===== src/pkg/msmm_pkg.sv =====
package msmm_pkg;

   // ----------------------------------------------------------------------
   // register location and field layout
   // ----------------------------------------------------------------------
   localparam logic [15:0] MSMM_MMC_ADDR   = 16'h103c;
   localparam int          MSMM_BOOT_BIT   = 7;
   localparam int          MSMM_SPEC_BIT   = 6;
   localparam int          MSMM_MDA_BIT    = 5;
   localparam int          MSMM_IRV_BIT    = 4;
   localparam int          MSMM_PSEL_LSB   = 0;
   localparam int          MSMM_PSEL_MSB   = 3;

   // ----------------------------------------------------------------------
   // values after reset
   // ----------------------------------------------------------------------
   localparam logic [3:0]  MSMM_PSEL_RST   = 4'h6;
   localparam logic        MSMM_FLAG_RST   = 1'h0;
   localparam logic [31:0] MSMM_UNMAPPED   = 32'h0000_0000;

   // ----------------------------------------------------------------------
   // memory map: bases and masks of the low, don't-care address bits
   // ----------------------------------------------------------------------
   localparam logic [15:0] MSMM_REG_MASK   = 16'h003f;
   localparam logic [15:0] MSMM_RAM_MASK   = 16'h01ff;
   localparam logic [15:0] MSMM_ROM_BASE   = 16'he000;
   localparam logic [15:0] MSMM_ROM_MASK   = 16'h1fff;
   localparam logic [15:0] MSMM_BOOT_BASE  = 16'hbf00;
   localparam logic [15:0] MSMM_BOOT_MASK  = 16'h00ff;
   localparam logic [15:0] MSMM_EES_BASE   = 16'hb600;
   localparam logic [15:0] MSMM_EES_MASK   = 16'h01ff;
   localparam logic [11:0] MSMM_EEL_OFS    = 12'h800;
   localparam logic [15:0] MSMM_EEL_MASK   = 16'h07ff;
   localparam logic [11:0] MSMM_PAGE_OFS   = 12'h000;

   // ----------------------------------------------------------------------
   // reset vector locations
   // ----------------------------------------------------------------------
   localparam logic [15:0] MSMM_VEC_NORMAL = 16'hfffa;
   localparam logic [15:0] MSMM_VEC_SPEC   = 16'hbffa;

   // ----------------------------------------------------------------------
   // operating modes
   // ----------------------------------------------------------------------
   typedef enum logic [3:0] {
      MSMM_SINGLE    = 4'b0001,
      MSMM_EXPANDED  = 4'b0010,
      MSMM_BOOTSTRAP = 4'b0100,
      MSMM_TEST      = 4'b1000
   } msmm_mode_t;

endpackage : msmm_pkg


===== src/verilog/msmm_top.sv =====
`timescale 1ns/10ps
module msmm_top #(
   parameter bit LARGE_EEPROM = 1'b0
) (
   // clock and reset
   input  wire logic                 clk,
   input  wire logic                 rst,
   // wishbone register slave
   input  wire logic                 wb_cyc_i,
   input  wire logic                 wb_stb_i,
   input  wire logic                 wb_we_i,
   input  wire logic [15:0]          wb_adr_i,
   input  wire logic [3:0]           wb_sel_i,
   input  wire logic [31:0]          wb_dat_i,
   output      logic [31:0]          wb_dat_o,
   output      logic                 wb_ack_o,
   // mode strapping pins
   input  wire logic                 modePinAIn,
   output      logic                 modePinAOut,
   output      logic                 modePinAOe,
   input  wire logic                 modePinB,
   // cpu side status
   input  wire logic                 instrFirstCycle,
   input  wire logic                 cpuEPhase,
   // cpu bus address decode
   input  wire logic                 cpuReq,
   input  wire logic                 cpuWe,
   input  wire logic [15:0]          cpuAddr,
   input  wire logic [3:0]           regPage,
   input  wire logic [3:0]           ramPage,
   input  wire logic                 romEnableCfg,
   input  wire logic [3:0]           eepromBaseSelect,
   output      logic                 selRegs,
   output      logic                 selRam,
   output      logic                 selRom,
   output      logic                 selBootRom,
   output      logic                 selEeprom,
   output      logic                 selExternal,
   // external bus and pins
   output      logic                 readVisible,
   output      logic                 eClkPin,
   // mode state
   output msmm_pkg::msmm_mode_t      opMode,
   output      logic [15:0]          resetVector
);
   import msmm_pkg::*;

   // ----------------------------------------------------------------------
   // declarations
   // ----------------------------------------------------------------------
   logic       modeASync1;
   logic       modeASync2;
   logic       modeBSync1;
   logic       modeBSync2;
   logic       pinsLatched;
   logic       latchNow;
   logic       bootRomEnable;
   logic       specialMode;
   logic       modeSelA;
   logic       readVisOrEOff;
   logic [3:0] prioritySelect;
   logic       mdaWritten;
   logic       irvWritten;
   logic       wbReq;
   logic       wbRegHit;
   logic       regWrite;
   logic [7:0] regValue;
   logic       hitRegs;
   logic       hitRam;
   logic       hitRom;
   logic       hitBoot;
   logic       hitEeprom;
   logic       rom_enable_cfg;

   // address window match, used for every resource of the map
   function automatic logic msmm_hit(
      input logic [15:0] addr,
      input logic [15:0] base,
      input logic [15:0] mask
   );
      msmm_hit = ((addr ^ base) & ~mask) == 16'h0000;
   endfunction : msmm_hit

   // ----------------------------------------------------------------------
   // mode pin synchronisers, running through reset
   // ----------------------------------------------------------------------
   // no reset here so the pins are already settled when reset lifts
   always_ff @(posedge clk)
   begin
      modeASync1 <= modePinAIn;
      modeASync2 <= modeASync1;
      modeBSync1 <= modePinB;
      modeBSync2 <= modeBSync1;
   end

   // ----------------------------------------------------------------------
   // strap capture at reset release
   // ----------------------------------------------------------------------
   // one-shot marker: the first edge after release captures the pins
   always_ff @(posedge clk or posedge rst)
   begin
      if (rst)
         pinsLatched <= 1'h0;
      else
         pinsLatched <= 1'h1;
   end

   assign latchNow = ~pinsLatched;

   // vector location follows the captured level of pin B
   always_ff @(posedge clk or posedge rst)
   begin
      if (rst)
         resetVector <= MSMM_VEC_NORMAL;
      else if (latchNow)
         resetVector <= modeBSync2 ? MSMM_VEC_NORMAL
                                   : MSMM_VEC_SPEC;
   end

   // ----------------------------------------------------------------------
   // wishbone slave
   // ----------------------------------------------------------------------
   assign wbReq    = wb_cyc_i & wb_stb_i;
   assign wbRegHit = wb_adr_i == MSMM_MMC_ADDR;
   // writes land on the edge where the master samples ack
   assign regWrite = wbReq & wb_ack_o & wb_we_i & wb_sel_i[0]
                   & wbRegHit & pinsLatched;

   // one wait state, then ack for a single cycle
   always_ff @(posedge clk or posedge rst)
   begin
      if (rst)
         wb_ack_o <= 1'h0;
      else
         wb_ack_o <= wbReq & ~wb_ack_o;
   end

   // read data, zero for unmapped addresses and unused lanes
   always_ff @(posedge clk or posedge rst)
   begin
      if (rst)
         wb_dat_o <= MSMM_UNMAPPED;
      else if (wbReq & ~wb_ack_o)
         wb_dat_o <= wbRegHit ? {24'h000000, regValue}
                              : MSMM_UNMAPPED;
   end

   // ----------------------------------------------------------------------
   // mode and misc control register fields
   // ----------------------------------------------------------------------
   // readback image of the control register
   always_comb
   begin
      regValue                               = 8'h00;
      regValue[MSMM_BOOT_BIT]                = bootRomEnable;
      regValue[MSMM_SPEC_BIT]                = specialMode;
      regValue[MSMM_MDA_BIT]                 = modeSelA;
      regValue[MSMM_IRV_BIT]                 = readVisOrEOff;
      regValue[MSMM_PSEL_MSB:MSMM_PSEL_LSB]  = prioritySelect;
   end

   // special mode flag: loaded from pin B, software may only clear it
   always_ff @(posedge clk or posedge rst)
   begin
      if (rst)
         specialMode <= MSMM_FLAG_RST;
      else if (latchNow)
         specialMode <= ~modeBSync2;
      else if (regWrite & specialMode)
         specialMode <= wb_dat_i[MSMM_SPEC_BIT];
   end

   // mode select A: free in special modes, once in normal modes
   always_ff @(posedge clk or posedge rst)
   begin
      if (rst)
         modeSelA <= MSMM_FLAG_RST;
      else if (latchNow)
         modeSelA <= modeASync2;
      else if (regWrite & (specialMode | ~mdaWritten))
         modeSelA <= wb_dat_i[MSMM_MDA_BIT];
   end

   // a write made in a normal mode uses up the single chance
   always_ff @(posedge clk or posedge rst)
   begin
      if (rst)
         mdaWritten <= 1'h0;
      else if (regWrite & ~specialMode)
         mdaWritten <= 1'h1;
   end

   // boot ROM enable: set only in bootstrap, writable in special modes
   always_ff @(posedge clk or posedge rst)
   begin
      if (rst)
         bootRomEnable <= MSMM_FLAG_RST;
      else if (latchNow)
         bootRomEnable <= ~modeBSync2 & ~modeASync2;
      else if (regWrite & specialMode)
         bootRomEnable <= wb_dat_i[MSMM_BOOT_BIT];
   end

   // visibility / E-off bit: set only in test mode, one write ever
   always_ff @(posedge clk or posedge rst)
   begin
      if (rst)
         readVisOrEOff <= MSMM_FLAG_RST;
      else if (latchNow)
         readVisOrEOff <= ~modeBSync2 & modeASync2;
      else if (regWrite & ~irvWritten)
         readVisOrEOff <= wb_dat_i[MSMM_IRV_BIT];
   end

   // marks the visibility bit as used in every mode
   always_ff @(posedge clk or posedge rst)
   begin
      if (rst)
         irvWritten <= 1'h0;
      else if (regWrite)
         irvWritten <= 1'h1;
   end

   // priority select field, writable in every mode and only read back here
   always_ff @(posedge clk or posedge rst)
   begin
      if (rst)
         prioritySelect <= MSMM_PSEL_RST;
      else if (regWrite)
         prioritySelect <= wb_dat_i[MSMM_PSEL_MSB:MSMM_PSEL_LSB];
   end

   // ----------------------------------------------------------------------
   // operating mode from the live flags
   // ----------------------------------------------------------------------
   always_comb
   begin
      unique case ({specialMode, modeSelA})
         2'b00:   opMode = MSMM_SINGLE;
         2'b01:   opMode = MSMM_EXPANDED;
         2'b10:   opMode = MSMM_BOOTSTRAP;
         2'b11:   opMode = MSMM_TEST;
      endcase
   end

   // ----------------------------------------------------------------------
   // address decoder
   // ----------------------------------------------------------------------
   // expanded modes need the config bit, others always map the ROM
   assign rom_enable_cfg = modeSelA ? romEnableCfg : 1'h1;

   // raw window matches for each resource
   always_comb
   begin
      hitRegs = msmm_hit(cpuAddr, {regPage, MSMM_PAGE_OFS}, MSMM_REG_MASK);
      hitRam  = msmm_hit(cpuAddr, {ramPage, MSMM_PAGE_OFS}, MSMM_RAM_MASK);
      hitRom  = rom_enable_cfg & msmm_hit(cpuAddr, MSMM_ROM_BASE, MSMM_ROM_MASK);
      // boot ROM only while special and enabled
      hitBoot = specialMode & bootRomEnable
              & msmm_hit(cpuAddr, MSMM_BOOT_BASE, MSMM_BOOT_MASK);
      if (LARGE_EEPROM)
         hitEeprom = msmm_hit(cpuAddr, {eepromBaseSelect, MSMM_EEL_OFS},
                              MSMM_EEL_MASK);
      else
         hitEeprom = msmm_hit(cpuAddr, MSMM_EES_BASE,
                              MSMM_EES_MASK);
   end

   // one-hot selects by fixed priority, same cycle as the address
   always_comb
   begin
      selRegs     = 1'h0;
      selRam      = 1'h0;
      selRom      = 1'h0;
      selBootRom  = 1'h0;
      selEeprom   = 1'h0;
      selExternal = 1'h0;
      if (cpuReq)
      begin
         if (hitRegs)
            selRegs = 1'h1;
         else if (hitRam)
            selRam = 1'h1;
         else if (hitBoot)
            selBootRom = 1'h1;
         else if (hitEeprom)
            selEeprom = 1'h1;
         else if (hitRom)
            selRom = 1'h1;
         else
            selExternal = 1'h1;
      end
   end

   // ----------------------------------------------------------------------
   // external bus visibility and E clock
   // ----------------------------------------------------------------------
   // internal read data shown outside in expanded and test modes
   assign readVisible = cpuReq & ~cpuWe & ~selExternal
                      & modeSelA & readVisOrEOff;

   // E pin: free in expanded modes, gated by the bit otherwise
   always_ff @(posedge clk or posedge rst)
   begin
      if (rst)
         eClkPin <= 1'h0;
      else if (modeSelA)
         eClkPin <= cpuEPhase;
      else
         eClkPin <= cpuEPhase & ~readVisOrEOff;
   end

   // ----------------------------------------------------------------------
   // load instruction strobe on pin A
   // ----------------------------------------------------------------------
   // open drain: only ever pulls low, never during reset or capture
   assign modePinAOut = 1'h0;

   always_ff @(posedge clk or posedge rst)
   begin
      if (rst)
         modePinAOe <= 1'h0;
      else
         modePinAOe <= pinsLatched & instrFirstCycle;
   end

endmodule : msmm_top


===== config.mk =====
export PLATFORM = sky130hd
export DESIGN_NAME = msmm_top
export DESIGN_NICKNAME = d
export VERILOG_FILES = /design/src/pkg/msmm_pkg.sv /design/src/verilog/msmm_top.sv
export SDC_FILE = /design/constraint.sdc
export NUM_CORES = 1
export LEC_CHECK = 0
export BUFFER_PORTS_ARGS = -buffer_cell sky130_fd_sc_hd__buf_2
export CORE_ASPECT_RATIO = 1.4
export CORE_UTILIZATION = 25
export CTS_CLUSTER_DIAMETER = 100
export CTS_CLUSTER_SIZE = 8
export DETAILED_ROUTE_END_ITERATION = 10
export GPL_TIMING_DRIVEN = 0
export PLACE_DENSITY_LB_ADDON = 0.1
export SLEW_MARGIN = 25
export SYNTH_ARGS = -nofsm -noshare
export SYNTH_HDL_FRONTEND = slang
export SYNTH_SLANG_ARGS = --single-unit

===== constraint.sdc =====
create_clock -name clk -period 2.5 [get_ports clk]
set_clock_uncertainty 0.1 [all_clocks]
set_input_delay 0.75 -clock clk [delete_from_list [all_inputs] [get_ports clk]]
set_output_delay 0.75 -clock clk [all_outputs]
set_load 0.01 [all_outputs]

# Yosys cells after proc, flatten, opt, wreduce, memory -nomap -nowiden
# Index checks and enable logic that the tools add are counted.
[word_totals] reg_bits=66 in_bits=92 output_inout_bits=63
[classes] n_eq_ne=7 mux=39 bitwise=37 n_reduce_logical=6
[ops] op="$logic_not 16->1" n=5
[ops] op="$mux 1" n=36
[ops] op="$xor 16x16->16" n=2
[ops] op="$and 1x1->1" n=22
[ops] op="$eq 16x13->1 const B" n=1
[ops] op="$pmux 4 s4" n=1
[ops] op="$mux 15" n=1
[ops] op="$not 1->1" n=9
[ops] op="$mux 8" n=1
[ops] op="$not 7->7" n=1
[ops] op="$ne 2x1->1 const B" n=3
[ops] op="$not 5->5" n=1
[ops] op="$eq 2x2->1 const B" n=2
[ops] op="$not 3->3" n=1
[ops] op="$eq 2x1->1 const B" n=1
[ops] op="$logic_not 2->1" n=1
[ops] op="$or 1x1->1" n=1

# Longest topological paths before layout
# Gate-level depths: netlist of the first run.
[logic_depth] depth_word=13 ltp_mapped=5

# Worst setup path before layout of the first run
# No wires, ideal clock.
[synth_path] path_type="input to output" from="in cpuAddr[9]" to="out readVisible" path_stages=3 setup_slack_ps=-10 path_buffers=0 arrival_ps=1660 cell_sequence="or3_1 > o31a_1 > a21oi_1"
[synth_via] elab_chain_len=11
[synth_lines] item="start: declaration" line_no="msmm_top.sv:28" source="input wire logic [15:0] cpuAddr,"
[synth_lines] item="$not 5->5 (no source line) / $not 7->7 (equally long branches)"
[synth_lines] item="$logic_not 16->1" line_no="msmm_top.sv:81" source="msmm_hit = ((addr ^ base) & ~mask) == 16'h0000;"
[synth_lines] item="$mux 1 / $and 1x1->1 (equally long branches)" line_no="msmm_top.sv:286, msmm_top.sv:260"
[synth_lines] item="$mux 1" line_no="msmm_top.sv:284" source="else if (hitBoot)"
[synth_lines] item="$mux 1" line_no="msmm_top.sv:282" source="else if (hitRam)"
[synth_lines] item="$mux 1 *" line_no="msmm_top.sv:280" source="if (hitRegs)"
[synth_lines] item="$mux 1 *" line_no="msmm_top.sv:278" source="if (cpuReq)"
[synth_lines] item="$not 1->1 *" line_no="msmm_top.sv:299" source="assign readVisible = cpuReq & ~cpuWe & ~selExternal"
[synth_lines] item="$and 1x1->1 *" line_no="msmm_top.sv:299"
[synth_lines] item="$and 1x1->1 * (2 in series)" line_no="msmm_top.sv:300" source="& modeSelA & readVisOrEOff;"
[synth_lines] item="end: declaration" line_no="msmm_top.sv:40" source="output logic readVisible,"
# Mark *: on every way between the ends. The rest lies on a longest branch, timed or not.

# Final worst setup path of the first run
[layout_path] from="in cpuAddr[10]" to="out selRam"
[layout_via] elab_chain_len=5
[layout_lines] item="$xor 16x16->16" line_no="msmm_top.sv:81"
[layout_lines] item="$logic_not 16->1" line_no="msmm_top.sv:81"
[layout_lines] item="$mux 1" line_no="msmm_top.sv:282"
[layout_lines] item="$mux 1 *" line_no="msmm_top.sv:280"
[layout_lines] item="$mux 1 *" line_no="msmm_top.sv:278"
[layout_lines] item="end: declaration" line_no="msmm_top.sv:34" source="output logic selRam,"
# Marked as above.

==> results by group, run 1 <==
Status
  • Outcome: finished with violations
  • Violated checks: DRC, setup timing

Job
  • Max-cap viol count: 0

Synthesis
  • Post-synth EDFFs: 0
  • Top cells by count, synth: 40 x buf_4, 20 x dfrtp_1, 9 x a22o_1, 9 x nor2_1, 7 x inv_1
  • Yosys top cell area share: 30.33%
  • Seq/Total Area, Yosys: 39.95%
  • Synth top area cells: dfrtp_1 30%, buf_4 18%, dfxtp_1 4.9%
  • Most used DFF post-synth: dfrtp_1
  • Ys async rst share: 85.19%
  • Avg Cell Area, Syn: 10.31 µm²
  • Synthesized flop and latch total: 27
  • Cells after Synth: 160
  • Mapped cell area: 0.001650 mm²
  • Yosys warnings: 0
  • Most frequent cell after synthesis: buf_4
  • Largest area contributor in the netlist: dfrtp_1
  • Synth cell types: 49

Global routing
  • Global-route wire length before repair: 6210 µm
  • Largest net degree at the start of global routing: 24
  • Vias in the first global route: 1290
  • Overall track demand over capacity in global routing: 11.16%
  • Total gr overflow: 0
  • Initial antenna violation count: 0

Final layout
  • N_diodes: 0
  • Max reg flops: 8
  • Most flops, register: wb_dat_o
  • Layout cells sized above 1: 52.30%
  • Nets: 376
  • Finished Cell Area: 0.002479 mm²
  • Finished Layout Cells: 355
  • Largest regs: wb_dat_o x8, prioritySelect x4
  • Area Growth Syn to Fin: 50.19%

Floorplanning
  • Die H: 98.14 µm
  • Die width: 70.67 µm
  • I/O pins: 155
  • Initial Util: 26.21%
  • DIE AREA: 0.006935 mm²
  • Core area: 0.006296 mm²
  • Cell row count: 34

Pwr
  • Leakage: 1.354 nW
  • Peak supply drop: 0.0002837 V
  • PD cells: 382.8 mW/mm²

Placed design
  • Count of input and output buffers: 77
  • Placed Cells: 348
  • Post-DP HPWL: 3262 µm
  • GP Congestion: 0.7262
  • Placed cell area: 0.002272 mm²

Worst setup path
  • Worst-path fanout max: 3
  • CP top delay family: simple AND/OR/NAND/NOR gates
  • Crit path arrival time: 1.87 ns
  • CP max-delay cell: or3_4
  • CP Cell Sequence: buf_6 -> or3_4 -> o31a_1 -> and2_1 -> buf_2
  • Worst Path Required: 1.65 ns
  • Slowest Stage Delay on Critical Path: 0.41 ns
  • Startpoint type of the worst setup path: primary input
  • Kind of critical path: primary input to output port
  • Worst path bufs/invs: 2
  • Worst setup EP type: output port

Timing
  • Max_slew headroom: 43.28%
  • Final cycle utilization of the critical path: 108.8%
  • Setup slack after layout: -0.2188 ns
  • Final hold violations: 0
  • Pins Over Slew Limit: 0
  • Hold slack: 0.2345 ns
  • Minimum clock period after layout: 2.719 ns
  • Max Clk Rate: 367.8 MHz
  • RSZ-0062 raised after global routing: yes
  • Setup violations, final: 7
  • Worst-margin pin slew: 0.8456 ns

Routing
  • Routed wire length: 4141 µm
  • DRC: 24
  • Drt initial violations: 47
  • Vias per cell: 4.008
  • Via count: 1423
  • Final ANT Viol Nets: 0
  • 1st-pass router iterations: 7
  • WL per Instance: 11.66 µm

CTS
  • H-tree depth: 1
  • Cts bufs inserted: 3
  • Worst skew pair latency: 0.27 ns
  • CTS clock-pin slew for the worst setup and hold paths: 0.09 ns
  • CTS Hold Bufs: 0
  • CTS tree: built
  • CTS sink cnt: 27
  • CTS root buf: clkbuf_8
  • CTS max path bufs: 2

Hold path
  • Worst min-delay path category: flop to flop
cells in the final DEF, fill, tap and decap left out, drive strengths merged, types with 2 or more instances in the layout:
cell type,count
xnor2,3
xor2,5
mux2,5
dfrtp,20
nor4,2
and2,3
inv,6
and3,2
dfxtp,4
nor3,4
nor4b,3
conb,41
o211ai,3
a22o,9
and4bb,2
clkbuf,6
a311oi,2
nand4,3
buf,121
nand2,2
o2111a,2
nor2,9
dfstp,3
or2,3
routing by layer:
layer,part of all wire (%),track usage (%),vias to the layer above
met3,8.6,2.270,4
met2,49,18.82,72
met1,42,14.40,615
li1,-,-,732
met5,0,0,-
met4,0.72,3.231,0
cell type report:
class,count,area (µm²)
inverter,7,26.28
timing repair buffer,80,476.7
multi-input combinational,122,860.8
sequential,27,660.6
fill,643,3817
clock buffer,4,45.04
tap,72,90.09
buffer,43,319.1
report_power, final:
group	internal [mW]	total [mW]	switching [mW]
combinational	0.124	0.234	0.110
clock	0.114	0.245	0.131
sequential	0.452	0.470	0.0172
total	0.690	0.949	0.259
kinds of logic after synthesis:
family | synth area share [%]
xor gates and xnor gates | 4.246
DFF | 39.95
and+or+nand+nor | 17.82
AOI/OAI and AO/OA | 12.51
muxes | 4.094
buffers and inverters | 20.93
other | 0.4551
path summary, 6_finish.rpt:
path                                   from     endpoint  slack [ns]  depth (start not counted)
max in group asynchronous               rst     modeSelA        1.44                          2
worst max-delay path            cpuAddr[10]       selRam       -0.22                          5
min in group asynchronous               rst  wb_dat_o[6]        0.43                          2
worst min register to register   modeBSync1   modeBSync2        0.23                          0
worst min-delay path             modeBSync1   modeBSync2        0.23                          0
worst max register to register     wb_ack_o  wb_dat_o[4]        0.70                          4
stage by stage:
step / setup slack (ns) / util, % / TNS, ns / power (mW)
after floorplan: -0.01034 / - / -0.01034 / 0.6044
after global placement: -0.3487 / 36.09 / -1.852 / 0.6849
after detailed placement: -0.3211 / 36.09 / -1.713 / 0.6858
after CTS: -0.2424 / 37.94 / -1.271 / 0.9470
after global routing: -0.3088 / 39.37 / -1.761 / 0.9992
final: -0.2188 / 39.37 / -1.247 / 0.9487
worst register-to-register path, cell delays in order, from the launching register on:
cell and delay, ns:
dfrtp_1 0.40, or2_2 0.29, clkbuf_1 0.23, nor2_1 0.50, a22o_1 0.22
timing repair:
item,in CTS,in global routing
resized for setup,14,12
endpoints found under the setup margin,7,7
setup buffers,0,3
pin swaps,5,10
(Power assumes the default switching activity.)
==> run 2: changes to the inputs <==
==> constraint.sdc (replaced) <==
create_clock -name clk -period 2.5 [get_ports clk]
set_clock_uncertainty 0.1 [all_clocks]
set_input_delay 0.25 -clock clk [delete_from_list [all_inputs] [get_ports clk]]
set_output_delay 0.25 -clock clk [all_outputs]
set_load 0.01 [all_outputs]
==> run 2 against run 1 <==
  * The flow finishes with violations (DRC)
  * Worst hold slack got worse by 0.13 ns
  * Clock power about the same
  * Non-clock buffer count unchanged
  * Cell count unchanged
  * Register-to-register slack about the same
  * Utilization decreased by 2.1 points
  * Sequential power about the same
  * Total power decreased by 2.4%
  * First-iteration DRC count decreased by 13%
  * Count of clock-buffer cells in the layout unchanged
==> results by group, run 2 (synthesized netlist as in run 1, its figures left out) <==
Worst setup path
  • Crit path from: specialMode
  • R2r startpoint: wb_ack_o
  • CP top delay family: compound AO/OA/AOI/OAI gates
  • Worst Path Required: 2.15 ns (+0.50 ns)
  • Reg2Reg Setup Slack: 0.70 ns (about the same)
  • Worst-path fanout max: 7 (+4)
  • Reg-to-Reg End: wb_dat_o[4]
  • Worst path bufs/invs: 1 (-1)
  • Kind of critical path: flop to output port
  • Slowest Stage Delay on Critical Path: 0.48 ns (+0.07 ns)
  • CP max-delay cell: dfrtp_1
  • FF-to-FF path depth: 4 (unchanged)
  • Crit path arrival time: 1.78 ns (-0.09 ns)
  • CP Cell Sequence: and3_1 -> o2111a_1 -> a311oi_1 -> and2_1 -> buf_2
  • Worst setup EP type: output port
  • Startpoint type of the worst setup path: flop

Routing
  • Drt initial violations: 41 (-13%)
  • Routed wire length: 4029 µm (-2.7%)
  • 1st-pass router iterations: 7 (unchanged)
  • Via count: 1406 (-1.2%)
  • DRC: 24 (unchanged)
  • Vias per cell: 3.961 (-1.2%)
  • WL per Instance: 11.35 µm (-2.7%)
  • Final ANT Viol Nets: 0 (unchanged)

Global routing
  • Initial antenna violation count: 0 (unchanged)
  • Global-route wire length before repair: 6147 µm (-1.0%)
  • Largest net degree at the start of global routing: 24 (unchanged)
  • Overall track demand over capacity in global routing: 11.09% (-0.067 points)
  • Total gr overflow: 0 (unchanged)
  • Vias in the first global route: 1275 (-1.2%)

CTS
  • H-tree depth: 1 (unchanged)
  • CTS clock-pin slew for the worst setup and hold paths: 0.09 ns (about the same)
  • CTS tree: built
  • CTS max path bufs: 2 (unchanged)
  • CTS root buf: clkbuf_8
  • Cts bufs inserted: 3 (unchanged)
  • CTS sink cnt: 27 (unchanged)
  • Worst skew pair latency: 0.27 ns (about the same)

Timing
  • Final hold violations: 0 (unchanged)
  • Max Clk Rate: 469.2 MHz (+28%)
  • Final cycle utilization of the critical path: 85.26% (-23 points)
  • RSZ-0062 raised after global routing: no
  • Max_slew headroom: 43.43% (+0.15 points)
  • Pins Over Slew Limit: 0 (unchanged)
  • Minimum clock period after layout: 2.131 ns (-0.5874 ns)
  • Worst-margin pin slew: 0.8434 ns (-0.002179 ns)
  • Setup violations, final: 0 (-7)
  • Post-route setup TNS: 0 ns (+1.247 ns)

Final layout
  • N_diodes: 0 (unchanged)
  • Layout cells sized above 1: 47.70% (-4.6 points)
  • Most common cell after layout, fill and taps aside: buf_2
  • Filler cell count: 662 (+3.0%)
  • Finished Cell Area: 0.002347 mm² (-5.3%)
  • Area Growth Syn to Fin: 42.23%
  • Commonest non-fill, non-tap cells in the layout: 77 x buf_2, 41 x conb_1, 40 x buf_4
  • Largest regs: wb_dat_o x8, prioritySelect x4
  • Most flops, register: wb_dat_o
  • Register area: 659.4 µm² (-0.19%)
  • Nets: 376 (unchanged)
  • Max reg flops: 8 (unchanged)
  • Area of the multi-input gates: 792.0 µm² (-8.0%)

Placed design
  • GP Congestion: 0.7262 (unchanged)
  • Count of input and output buffers: 77 (unchanged)
  • Post-DP HPWL: 3262 µm (unchanged)
  • Placed cell area: 0.002272 mm² (unchanged)

Hold path
  • Min-delay src: wb_dat_i[2]
  • Worst min-delay path category: primary input to flop
  • WHS Path Cells: 2 (+2)
  • WHS Endpoint: prioritySelect[2]

Status
  • Violated checks: DRC
  • Outcome: finished with violations

Floorplanning
  • Cell row count: 34 (unchanged)
  • I/O pins: 155 (unchanged)
  • Die H: 98.14 µm (unchanged)
  • DIE AREA: 0.006935 mm² (unchanged)
  • Die width: 70.67 µm (unchanged)
  • Initial Util: 26.21% (unchanged)
  • Core area: 0.006296 mm² (unchanged)

Pwr
  • PD cells: 394.4 mW/mm² (+3.0%)
  • Peak supply drop: 0.0002837 V (about the same)
  • Leakage: 1.306 nW (-3.5%)

Job
  • Max-cap viol count: 0 (unchanged)
## run 2: report_power, final
part / switching, mW / internal, mW
Combinational: 0.103 / 0.109
Clock: 0.130 / 0.114
Sequential: 0.0172 / 0.452
## run 2: metrics by stage
stage / std cells / power, mW / setup WS, ns / hold WS [ns] / util, %
global placement: 348 / 0.6849 / 0.6465 / 0.2110 / 36.09
floorplan: 199 / 0.6044 / 0.8948 / 0.1497 / -
CTS: 354 / 0.9368 / 0.3336 / 0.09656 / 37.12
detailed placement: 348 / 0.6858 / 0.6521 / 0.2135 / 36.09
global route: 355 / 0.9767 / 0.2619 / 0.1005 / 37.28
finish: 355 / 0.9258 / 0.3686 / 0.1046 / 37.28
## run 2: area by class of cell
cell class | count | share of cell area [%]
multi-input combinational | 122 | 33.74
sequential | 27 | 28.09
timing repair buffer | 80 | 17.70
tap | 72 | 3.838
inverter | 7 | 1.119
buffer | 43 | 13.59
clock buffer | 4 | 1.919
## run 2: worst reg2reg max path, cell delays in order, from the launching register on
cell,delay (ns)
dfrtp_1,0.40
or2_2,0.29
clkbuf_1,0.23
nor2_1,0.50
a22o_1,0.22
## run 2: timing repair
action                                 4_1_cts  5_1_grt
endpoints found under the hold margin        2       20
resized for setup                            0        0
hold buffers                                 2        1
setup buffers                                0        0
## run 2: metal layers
metal | GRT usage, % | share of wire [%] | vias up
met5 | 0 | 0 | -
met4 | 3.231 | 0.74 | 0
met3 | 2.167 | 8.4 | 4
met2 | 18.75 | 48 | 72
met1 | 14.32 | 43 | 600
li1 | - | - | 730
## run 2: worst max-delay path by stage
stage / slack, ns / to / depth (start not counted)
3_3_place_gp: 0.65 / prioritySelect[0] / 6
6_report: 0.37 / selExternal / 5
5_1_grt: 0.26 / selExternal / 5
4_1_cts: 0.33 / selExternal / 5
3_5_place_dp: 0.65 / selExternal / 5
2_1_floorplan: 0.89 / prioritySelect[0] / 5
